[config.mk]
export PLATFORM = sky130hd
export DESIGN_NAME = serial_rx_handshake_status
export DESIGN_NICKNAME = d
export VERILOG_FILES = /design/src/hdl/rx_hs_pkg.sv /design/src/hdl/sticky_flags.sv /design/src/hdl/char_fifo.sv /design/src/hdl/serial_rx_handshake_status.sv
export SDC_FILE = /design/constraint.sdc
export NUM_CORES = 2
export LEC_CHECK = 0
export BUFFER_PORTS_ARGS = -buffer_cell sky130_fd_sc_hd__buf_2
export CORE_MARGIN = 2
export CORE_UTILIZATION = 35
export CTS_CLUSTER_SIZE = 28
export DETAILED_ROUTE_END_ITERATION = 12
export PLACE_DENSITY = 0.63
export SLEW_MARGIN = 10
export SYNTH_ARGS = -nofsm -noshare
export SYNTH_HDL_FRONTEND = slang
export SYNTH_SLANG_ARGS = --single-unit
[constraint.sdc]
create_clock -name core_clk_in -period 3.13 [get_ports core_clk_in]
set_input_delay 0.1565 -clock core_clk_in [delete_from_list [all_inputs] [get_ports core_clk_in]]
set_output_delay 0.1565 -clock core_clk_in [all_outputs]
set_load 0.01 [all_outputs]
[src/hdl/rx_hs_pkg.sv]
// Purpose: shared constants and types of the serial receive handshake block
// Assumes: one clock domain, synchronous active-low reset
// Notes:   register offsets are byte addresses on the plain register port
package rx_hs_pkg;

    // ==========================================================
    // image and buffer sizes
    localparam int IN_BYTES = 22;
    localparam int FIFO_DEPTH = 128;
    localparam int IDX_W = 5;

    // ==========================================================
    // register offsets
    localparam logic [7:0] ADDR_STATUS = 8'h00;
    localparam logic [7:0] ADDR_MASK = 8'h04;
    localparam logic [7:0] ADDR_LEVEL = 8'h08;
    localparam logic [7:0] ADDR_HANDSHAKE = 8'h0c;

    // ==========================================================
    // event bit positions, shared by status and mask
    localparam int NUM_EVENTS = 5;
    localparam int EV_OVERFLOW = 0;
    localparam int EV_PARITY = 1;
    localparam int EV_FRAMING = 2;
    localparam int EV_OVERRUN = 3;
    localparam int EV_FULL = 4;

    // handshake register fields
    localparam int HS_TX_ACK = 0;
    localparam int HS_RX_REQ = 1;
    localparam int HS_INIT_DONE = 2;
    localparam int HS_COUNT_LSB = 8;

    // reset values
    localparam logic [NUM_EVENTS-1:0] STATUS_RESET = 5'h00;
    localparam logic [NUM_EVENTS-1:0] MASK_RESET = 5'h00;
    localparam logic [7:0] COUNT_RESET = 8'h00;

    // ==========================================================
    // types
    typedef logic [7:0] byte_t;
    typedef byte_t [IN_BYTES-1:0] byte_block_t;

    typedef struct packed {
        logic valid;
        logic parity_err;
        logic framing_err;
        logic overrun_err;
        byte_t data;
    } rx_char_t;

    typedef struct packed {
        logic tx_ack_toggle;
        logic rx_req_toggle;
        logic init_done;
        logic rx_fifo_full;
        logic parity_fault;
        logic framing_fault;
        logic overrun_fault;
    } in_flags_t;

    typedef enum logic [1:0] {
        ST_IDLE = 2'b00,
        ST_FILL = 2'b01,
        ST_INIT = 2'b10
    } deliver_state_t;

endpackage

[src/hdl/sticky_flags.sv]
// Purpose: sticky event flags, write-one-to-clear
// Assumes: set and clear are single-cycle terms of the same clock
// Notes:   a set in the clearing cycle wins
`timescale 1ns/1ps
module sticky_flags #(
    parameter int N = 5
) (
    // clock and reset
    input wire logic core_clk_in,
    input wire logic rst_n_in,
    // events and clears
    input wire logic [N-1:0] set_in,
    input wire logic [N-1:0] clr_in,
    // flags
    output logic [N-1:0] flags_out
);
    logic [N-1:0] flags_d;

    // ==========================================================
    // next value per flag, one register process keeps a single driver
    genvar g;
    generate
        for (g = 0; g < N; g++) begin : g_flag
            assign flags_d[g] = set_in[g] | (flags_out[g] & ~clr_in[g]);
        end
    endgenerate

    always_ff @(posedge core_clk_in) begin
        if (!rst_n_in) begin
            flags_out <= '0;
        end else begin
            flags_out <= flags_d;
        end
    end
endmodule

[src/hdl/char_fifo.sv]
// Purpose: receive character FIFO in flip-flops
// Assumes: push is only offered while push_ready_out is high
// Notes:   flush empties it in one cycle and wins over push and pop
`timescale 1ns/1ps
module char_fifo #(
    parameter int WIDTH = 8,
    parameter int DEPTH = 128
) (
    // clock and reset
    input wire logic core_clk_in,
    input wire logic rst_n_in,
    input wire logic flush_in,
    // fill side
    input wire logic push_valid_in,
    input wire logic [WIDTH-1:0] push_data_in,
    output logic push_ready_out,
    // drain side
    input wire logic pop_ready_in,
    output logic pop_valid_out,
    output logic [WIDTH-1:0] pop_data_out,
    output logic [15:0] level_out
);
    localparam int AW = $clog2(DEPTH);
    localparam int CW = $clog2(DEPTH + 1);
    localparam logic [AW-1:0] LAST = AW'(DEPTH - 1);
    localparam logic [CW-1:0] FULL_CNT = CW'(DEPTH);

    logic [WIDTH-1:0] mem_q [DEPTH];
    logic [AW-1:0] wr_q;
    logic [AW-1:0] rd_q;
    logic [CW-1:0] cnt_q;
    wire do_push = push_valid_in & push_ready_out;
    wire do_pop = pop_ready_in & pop_valid_out;

    function automatic logic [AW-1:0] next_ptr(input logic [AW-1:0] p);
        next_ptr = (p == LAST) ? '0 : p + AW'(1);
    endfunction

    assign push_ready_out = (cnt_q != FULL_CNT);
    assign pop_valid_out = (cnt_q != '0);
    assign pop_data_out = mem_q[rd_q];
    assign level_out = 16'(cnt_q);

    // ==========================================================
    // storage and pointers
    always_ff @(posedge core_clk_in) begin
        if (do_push) begin
            mem_q[wr_q] <= push_data_in;
        end
    end

    always_ff @(posedge core_clk_in) begin
        if (!rst_n_in || flush_in) begin
            wr_q <= '0;
            rd_q <= '0;
            cnt_q <= '0;
        end else begin
            if (do_push) wr_q <= next_ptr(wr_q);
            if (do_pop) rd_q <= next_ptr(rd_q);
            cnt_q <= cnt_q + CW'(do_push) - CW'(do_pop);
        end
    end
endmodule

[src/hdl/serial_rx_handshake_status.sv]
// Purpose: receive-side image, toggle handshakes and diagnostics
// Assumes: serial framing checks are done upstream, one character a cycle
// Notes:   the image is filled from the FIFO in bursts of up to 22 bytes
`timescale 1ns/1ps
module serial_rx_handshake_status #(
    parameter int FIFO_DEPTH = rx_hs_pkg::FIFO_DEPTH
) (
    // clock and reset
    input wire logic core_clk_in,
    input wire logic rst_n_in,
    // register port
    input wire logic [7:0] reg_addr_in,
    input wire logic [31:0] reg_wdata_in,
    input wire logic reg_wr_in,
    input wire logic reg_rd_in,
    output logic [31:0] reg_rdata_out,
    output logic irq_out,
    // serial receive path
    input wire rx_hs_pkg::rx_char_t rx_char_in,
    // controller outputs
    input wire logic tx_req_toggle_in,
    input wire logic [7:0] out_len_in,
    input wire rx_hs_pkg::byte_block_t outbound_byte_array_in,
    input wire logic controller_rx_ack_toggle_in,
    input wire logic init_req_in,
    // transmit path
    input wire logic tx_path_ready_in,
    output logic tx_block_valid_out,
    output logic [7:0] tx_len_out,
    output rx_hs_pkg::byte_block_t tx_block_out,
    // controller input image
    output rx_hs_pkg::byte_block_t inbound_byte_array_out,
    output logic [7:0] in_byte_count_out,
    output rx_hs_pkg::in_flags_t in_flags_out
);
    import rx_hs_pkg::*;

    localparam logic [IDX_W-1:0] LAST_IDX = IDX_W'(IN_BYTES - 1);
    localparam logic [7:0] MAX_COUNT = 8'(IN_BYTES);

    // ==========================================================
    // state
    deliver_state_t state_q;
    deliver_state_t state_d;
    logic [IDX_W-1:0] idx_q;
    logic [IDX_W-1:0] idx_d;
    logic tx_ack_q;
    logic rx_req_q;
    logic init_done_q;
    logic fifo_full_q;
    logic [NUM_EVENTS-1:0] mask_q;
    logic [NUM_EVENTS-1:0] status;
    logic [NUM_EVENTS-1:0] ev_set;
    logic [NUM_EVENTS-1:0] ev_clr;
    logic [31:0] rd_mux;
    logic [15:0] fifo_level;
    logic fifo_ready;
    logic fifo_valid;
    byte_t fifo_data;

    // ==========================================================
    // receive path checks
    wire init_active = (state_q == ST_INIT);
    wire rx_live = rx_char_in.valid & ~init_active;
    wire rx_bad = rx_char_in.parity_err | rx_char_in.framing_err |
                  rx_char_in.overrun_err;
    wire rx_good = rx_live & ~rx_bad;
    // bad characters never reach the FIFO
    wire fifo_push = rx_good & fifo_ready;
    wire fifo_pop = (state_q == ST_FILL) & fifo_valid;

    // ==========================================================
    // handshake terms
    wire rx_idle = (rx_req_q == controller_rx_ack_toggle_in);
    // a new block is only offered once the last one was acknowledged
    wire tx_pending = (tx_req_toggle_in != tx_ack_q);
    wire tx_take = tx_pending & tx_path_ready_in & ~init_active;
    wire fill_last = fifo_pop & (idx_q == LAST_IDX);
    wire fill_end = fill_last | ~fifo_valid;
    wire [7:0] fill_count = fifo_pop ? 8'(idx_q) + 8'h01 : 8'(idx_q);

    // ==========================================================
    // register decode
    wire wr_status = reg_wr_in & (reg_addr_in == ADDR_STATUS);
    wire wr_mask = reg_wr_in & (reg_addr_in == ADDR_MASK);

    assign ev_set[EV_OVERFLOW] = rx_good & ~fifo_ready;
    assign ev_set[EV_PARITY] = rx_live & rx_char_in.parity_err;
    assign ev_set[EV_FRAMING] = rx_live & rx_char_in.framing_err;
    assign ev_set[EV_OVERRUN] = rx_live & rx_char_in.overrun_err;
    assign ev_set[EV_FULL] = ~fifo_ready & ~init_active;
    assign ev_clr = wr_status ? reg_wdata_in[NUM_EVENTS-1:0] : '0;

    always_comb begin
        rd_mux = 32'h0000_0000;
        case (reg_addr_in)
            ADDR_STATUS: rd_mux[NUM_EVENTS-1:0] = status;
            ADDR_MASK: rd_mux[NUM_EVENTS-1:0] = mask_q;
            ADDR_LEVEL: rd_mux[15:0] = fifo_level;
            ADDR_HANDSHAKE: begin
                rd_mux[HS_TX_ACK] = tx_ack_q;
                rd_mux[HS_RX_REQ] = rx_req_q;
                rd_mux[HS_INIT_DONE] = init_done_q;
                rd_mux[HS_COUNT_LSB +: 8] = in_byte_count_out;
            end
            default: rd_mux = 32'h0000_0000;
        endcase
    end

    // ==========================================================
    // delivery state machine
    always_comb begin
        state_d = state_q;
        idx_d = idx_q;
        case (state_q)
            ST_IDLE: begin
                if (init_req_in) begin
                    state_d = ST_INIT;
                end else if (rx_idle && fifo_valid) begin
                    state_d = ST_FILL;
                    idx_d = '0;
                end
            end
            ST_FILL: begin
                if (init_req_in) begin
                    state_d = ST_INIT;
                end else if (fill_end) begin
                    state_d = ST_IDLE;
                end else begin
                    idx_d = idx_q + IDX_W'(1);
                end
            end
            // held until the controller drops its request
            ST_INIT: begin
                if (!init_req_in) state_d = ST_IDLE;
            end
            default: state_d = ST_IDLE;
        endcase
    end

    always_ff @(posedge core_clk_in) begin
        if (!rst_n_in) begin
            state_q <= ST_IDLE;
            idx_q <= '0;
        end else begin
            state_q <= state_d;
            idx_q <= idx_d;
        end
    end

    // ==========================================================
    // input image
    always_ff @(posedge core_clk_in) begin
        if (!rst_n_in) begin
            inbound_byte_array_out <= '0;
            in_byte_count_out <= COUNT_RESET;
            rx_req_q <= 1'b0;
        end else begin
            // only written in a fill, which starts only when acknowledged
            if (fifo_pop && !init_req_in) begin
                inbound_byte_array_out[idx_q] <= fifo_data;
            end
            // bytes land first, length and toggle with the 22nd byte, or a cycle after the last byte when the FIFO runs dry
            if (state_q == ST_FILL && fill_end && !init_req_in) begin
                in_byte_count_out <= fill_count;
                rx_req_q <= ~rx_req_q;
            end
        end
    end

    // ==========================================================
    // outbound acceptance
    always_ff @(posedge core_clk_in) begin
        if (!rst_n_in) begin
            tx_ack_q <= 1'b0;
            tx_block_valid_out <= 1'b0;
            tx_len_out <= 8'h00;
            tx_block_out <= '0;
        end else begin
            tx_block_valid_out <= tx_take;
            if (tx_take) begin
                tx_ack_q <= ~tx_ack_q;
                tx_len_out <= out_len_in;
                tx_block_out <= outbound_byte_array_in;
            end
        end
    end

    // ==========================================================
    // init, flags, interrupt and read data
    always_ff @(posedge core_clk_in) begin
        if (!rst_n_in) begin
            init_done_q <= 1'b0;
            fifo_full_q <= 1'b0;
            mask_q <= MASK_RESET;
            irq_out <= 1'b0;
            reg_rdata_out <= 32'h0000_0000;
        end else begin
            init_done_q <= init_active;
            fifo_full_q <= ~fifo_ready;
            if (wr_mask) mask_q <= reg_wdata_in[NUM_EVENTS-1:0];
            irq_out <= |(status & mask_q);
            reg_rdata_out <= reg_rd_in ? rd_mux : 32'h0000_0000;
        end
    end

    always_comb begin
        in_flags_out = '0;
        in_flags_out.tx_ack_toggle = tx_ack_q;
        in_flags_out.rx_req_toggle = rx_req_q;
        in_flags_out.init_done = init_done_q;
        in_flags_out.rx_fifo_full = fifo_full_q;
        in_flags_out.parity_fault = status[EV_PARITY];
        in_flags_out.framing_fault = status[EV_FRAMING];
        in_flags_out.overrun_fault = status[EV_OVERRUN];
    end

    // ==========================================================
    // submodules
    sticky_flags #(
        .N(NUM_EVENTS)
    ) u_flags (
        .core_clk_in(core_clk_in),
        .rst_n_in(rst_n_in),
        .set_in(ev_set),
        .clr_in(ev_clr),
        .flags_out(status)
    );

    // flush clears pointers while init is pending
    char_fifo #(
        .WIDTH(8),
        .DEPTH(FIFO_DEPTH)
    ) u_fifo (
        .core_clk_in(core_clk_in),
        .rst_n_in(rst_n_in),
        .flush_in(init_active),
        .push_valid_in(fifo_push),
        .push_data_in(rx_char_in.data),
        .push_ready_out(fifo_ready),
        .pop_ready_in(fifo_pop),
        .pop_valid_out(fifo_valid),
        .pop_data_out(fifo_data),
        .level_out(fifo_level)
    );

    // ==========================================================
    // checks
    overflow_flag_a: assert property (@(posedge core_clk_in)
        disable iff (!rst_n_in)
        (rx_good && !fifo_ready) |=> status[EV_OVERFLOW])
        else $error("overflow not flagged");

    parity_drop_a: assert property (@(posedge core_clk_in)
        disable iff (!rst_n_in)
        (rx_live && rx_char_in.parity_err) |-> !fifo_push
            ##1 status[EV_PARITY])
        else $error("parity character kept or not flagged");

    framing_drop_a: assert property (@(posedge core_clk_in)
        disable iff (!rst_n_in)
        (rx_live && rx_char_in.framing_err) |-> !fifo_push
            ##1 status[EV_FRAMING])
        else $error("framing character kept or not flagged");

    overrun_drop_a: assert property (@(posedge core_clk_in)
        disable iff (!rst_n_in)
        (rx_live && rx_char_in.overrun_err) |-> !fifo_push
            ##1 status[EV_OVERRUN])
        else $error("overrun character kept or not flagged");

    full_discard_a: assert property (@(posedge core_clk_in)
        disable iff (!rst_n_in)
        (fifo_level == 16'(FIFO_DEPTH) && !init_active) |-> !fifo_push
            ##1 (status[EV_FULL] && in_flags_out.rx_fifo_full))
        else $error("full FIFO not flagged or still written");

    tx_ack_flip_a: assert property (@(posedge core_clk_in)
        disable iff (!rst_n_in)
        tx_take |=> (tx_ack_q != $past(tx_ack_q)) && tx_block_valid_out
            && (tx_ack_q == $past(tx_req_toggle_in)))
        else $error("transmit acknowledge did not invert");

    rx_req_len_a: assert property (@(posedge core_clk_in)
        disable iff (!rst_n_in)
        (rx_req_q != $past(rx_req_q)) |-> (in_byte_count_out != 8'h00)
            && (in_byte_count_out <= MAX_COUNT))
        else $error("request toggled with bad length");

    image_hold_a: assert property (@(posedge core_clk_in)
        disable iff (!rst_n_in)
        (!rx_idle && state_q != ST_FILL) |=>
            $stable(inbound_byte_array_out) && $stable(in_byte_count_out))
        else $error("image changed before controller accept");

    init_done_a: assert property (@(posedge core_clk_in)
        disable iff (!rst_n_in)
        init_active |=> init_done_q && fifo_level == 16'h0000)
        else $error("init not acknowledged or FIFO not flushed");

    init_release_a: assert property (@(posedge core_clk_in)
        disable iff (!rst_n_in)
        (init_active && !init_req_in) |=> ##1 !init_done_q)
        else $error("init done stuck after release");

    tx_take_only_a: assert property (@(posedge core_clk_in)
        disable iff (!rst_n_in)
        !tx_take |=> !tx_block_valid_out && $stable(tx_ack_q))
        else $error("transmit acknowledge moved without a take");

    rx_req_end_a: assert property (@(posedge core_clk_in)
        disable iff (!rst_n_in)
        !(state_q == ST_FILL && fill_end) |=> $stable(rx_req_q))
        else $error("receive request toggled outside a fill end");

    init_block_a: assert property (@(posedge core_clk_in)
        disable iff (!rst_n_in)
        init_active |=> !tx_block_valid_out && $stable(rx_req_q))
        else $error("transfer went on during init");

    idx_range_a: assert property (@(posedge core_clk_in)
        disable iff (!rst_n_in)
        (state_q == ST_FILL) |-> (idx_q <= LAST_IDX))
        else $error("fill index beyond the last byte position");

endmodule

==> flow_metrics.py <==
metrics = {
    "yosys": {
        "syn_inst": 3728,
        "yosys.area_share.simple_pct": 8.78,
        "syn_area_per_cell_um2": 15.0,
        "synth_cell_types": 76,
        "synth-edff-count": 1024,
        "yosys.area_share.adder_pct": 0.439,
        "ys_warn_count": 0,
        "muxShareOfSynthArea_pct": 10.6,
        "netlist_area_um2": 55800,
        "synth_top_flop_cell": "edfxtp_1",
        "synth_common_cells": "1024 x edfxtp_1, 503 x nand2_1, 432 x dfxtp_1",
        "ys_seq_elements": 1456,
        "async_flop_share_pct": 0,
        "synth.area.top_cells": "edfxtp_1 55%, dfxtp_1 15%, mux4_2 8.6%, nand2_1 3.4%, a21oi_1 2.1%",
        "synth_xor_area_share_pct": 0.282,
        "synth_top_area_share_pct": 55.1,
        "seq_area_frac_synth_pct": 70.6,
        "synth_most_common_cell": "edfxtp_1",
        "synth_compound_area_share_pct": 6.67,
        "synth.largest_area_cell": "edfxtp_1",
        "synth_top_family_by_area": "multiplexers",
    },
    "floorplan": {
        "fp.dieH_um": 403,
        "io_pins": 653,
        "initial_core_util_pct": 35.2,
        "die_area_um2": 163000,
        "die_w_um": 403,
        "coreArea_um2": 158000,
        "num_rows": 146,
    },
    "routing": {
        "remaining_drc_errors": 0,
        "ant_nets": 0,
        "dr.pass1.iters": 8,
        "wl_per_cell_um": 28.0,
        "wl_mm": 198,
        "drtIter0Drc": 4324,
        "vias_per_cell": 5.40,
        "num_vias": 38100,
    },
    "worst_setup_path": {
        "critical_path_class": "flip-flop to flip-flop",
        "endpoint": "inbound_byte_array_out[158]",
        "rr_endpoint": "inbound_byte_array_out[158]",
        "crit_arrival_ps": 3720,
        "crit_fanout": 14,
        "cp-start-kind": "flip-flop",
        "crit_path_end_kind": "flip-flop",
        "worstPathRequired_ps": 3800,
        "r2r_cells": 10,
        "r2r_slack_ps": 80,
    },
    "global_routing": {
        "first_global_vias": 37200,
        "grt_first_pass_wirelength_mm": 276,
        "grt_start_max_net_pins": 129,
        "track_usage_pct": 23.7,
        "grt_overflow": 0,
        "grt_antenna_before_repair": 32,
    },
    "clocking": {
        "cts.path.max_buffers": 3,
        "insertion_delay_ps": 790,
        "clk_pin_slew_ps": 60,
        "cts.sinks": 1456,
        "cts_tree": "yes",
        "htreeDepth": 4,
        "cts_buffers": 153,
        "cts-root-buf": "clkbuf_16",
    },
    "layout": {
        "final-instance-count-excl-fill": 7054,
        "area_growth_pct": 27.7,
        "nFillCells": 14000,
        "nets": 5104,
        "drive_gt1_share_pct": 30.5,
        "ff_latch_area_um2": 39400,
        "multi_input_area_um2": 15200,
    },
    "power_and_ir_drop": {
        "combPwrFrac_pct": 6.4,
        "finalPower_mw": 41.8,
        "p_per_area_nw_per_um2": 587,
        "switching_share_pct": 22.8,
        "p_int_mw": 32.3,
        "clkPwrFrac_pct": 43.4,
        "power.net_switching_mw": 9.54,
        "p_leak_nw": 25.2,
        "irDropWorstVdd_uv": 588,
        "p_seq_share_pct": 50.2,
    },
    "timing": {
        "worst_pin_slew_ps": 929,
        "setup_tns_ps": 0,
        "finalHoldViolCount": 0,
        "post-route-min-period_ps": 3050,
        "slew_headroom_pct": 38.1,
        "clock_skew_ps": 41.9,
        "drv_slew": 0,
        "fmaxAchievable_ghz": 0.328,
        "post-route-period-util_pct": 97.4,
        "setup_viol": 0,
        "rsz0062_at_grt": "false",
    },
    "placed_design": {
        "gp_congestion": 0.992,
        "port_buffers": 605,
        "dpl.hpwl_mm": 137,
        "placed_cells": 6493,
    },
    "hold_path": {
        "min_path_cells": 2,
        "min_path_type": "input port to flip-flop",
    },
    "outcome": {
        "status": "finished clean",
    },
    "flow_run": {
        "maxCapViolations": 0,
    },
}
[cells in the final DEF, fill, tap and decap left out, drive strengths merged, types with 19 or more instances in the layout]
master | Yosys | routed
edfxtp | 1024 | 1024
buf | 125 | 938
nand2 | 504 | 504
dfxtp | 432 | 432
dlygate4sd3 | 0 | 260
a21oi | 230 | 230
clkbuf | 134 | 215
mux4 | 214 | 214
nor2 | 203 | 203
nand3 | 179 | 179
o31ai | 87 | 87
nor3 | 76 | 76
mux2 | 68 | 68
a22o | 54 | 54
clkinv | 1 | 48
inv | 31 | 39
o41ai | 36 | 36
a22oi | 35 | 35
mux2i | 31 | 31
a221oi | 30 | 30
nor4 | 25 | 25
conb | 1 | 20
nor3b | 19 | 19
[power by group through the flow]
stage          Combinational [mW]  Sequential, mW  Clock, mW
2_1_floorplan                1.08            21.3          0
3_3_place_gp                 2.30            21.4          0
3_5_place_dp                 2.32            21.4          0
4_1_cts                      2.61            21.0       18.5
5_1_grt                      2.84            21.0       19.2
6_report                     2.67            21.0       18.2
[critical path, stage by stage, from the launching register on]
cell	delay, ps
dfxtp_4	440
buf_12	200
buf_4	240
mux4_2	550
a22oi_1	440
nand3_1	160
a41oi_2	280
buf_12	170
nor4_4	50
buf_12	160
a22o_1	200
[final cells by class]
cell class	count	share of cell area [%]
flip-flops and latches	1456	55.3
clock buffers	215	6.07
well taps	2072	3.64
multi-input cells	2000	21.3
clock inverters	65	0.948
diodes	16	0.0562
inverters	32	0.177
repair buffers	1198	12.5
[state kept, by name, indices dropped and copies added (netlist names), 2 cells and up, named ones only]
signal	cells
in_byte_count_out	6
u_fifo.cnt_q	8
inbound_byte_array_out	176
idx_q	5
u_fifo.mem_q	1024
tx_block_out	176
u_flags.flags_out	5
reg_rdata_out	14
mask_q	5
u_fifo.rd_q	7
u_fifo.wr_q	7
tx_len_out	8
state_q	2
[stage by stage]
step                util, %  worst slack [ps]  hold WS, ps  cell area [um^2]
floorplan                 -              40.6          255             55900
global placement       40.0              -183          400             63400
detailed placement     40.0              -196          406             63400
CTS                    44.9              25.2         3.34             71100
global route           45.0              3.17         29.0             71200
finish                 45.0              81.4         26.2             71300
[repair_timing]
action                                  4_1_cts  5_1_grt
endpoints found under the hold margin       378        0
gates resized for setup                       6       16
setup buffers                                 2        3
endpoints found under the setup margin       66       97
pin swaps                                     0        6
hold buffers                                260        0
[metal layers]
layer	vias to the layer above	routed length (um)	global-route usage [%]
met5	-	310	1.04
li1	16500	-	-
met4	16	11500	12.2
met3	428	18700	6.98
met2	1985	87300	35.7
met1	19200	79900	31.0
[kinds of logic (layout without fill, tap and decap cells)]
logic type | Yosys count | in the layout
mux | 313 | 313
fa+ha+maj | 19 | 19
flops | 1456 | 1456
xor+xnor | 18 | 18
simple gates | 1090 | 1090
compound gates | 540 | 540
other cells | 1 | 36
buf+inv | 291 | 1510
[worst min path at each step]
stage	from	to	slack [ps]
after floorplan	rx_char_in[0]	u_fifo.mem_q[0][0]	260
after global placement	outbound_byte_array_in[102]	tx_block_out[102]	400
after detailed placement	outbound_byte_array_in[102]	tx_block_out[102]	410
after CTS	rx_char_in[3]	u_fifo.mem_q[60][3]	3
after global routing	rx_char_in[3]	u_fifo.mem_q[55][3]	30
final	rx_char_in[3]	u_fifo.mem_q[55][3]	30
No activity file was read; power rests on OpenSTA's default activity.
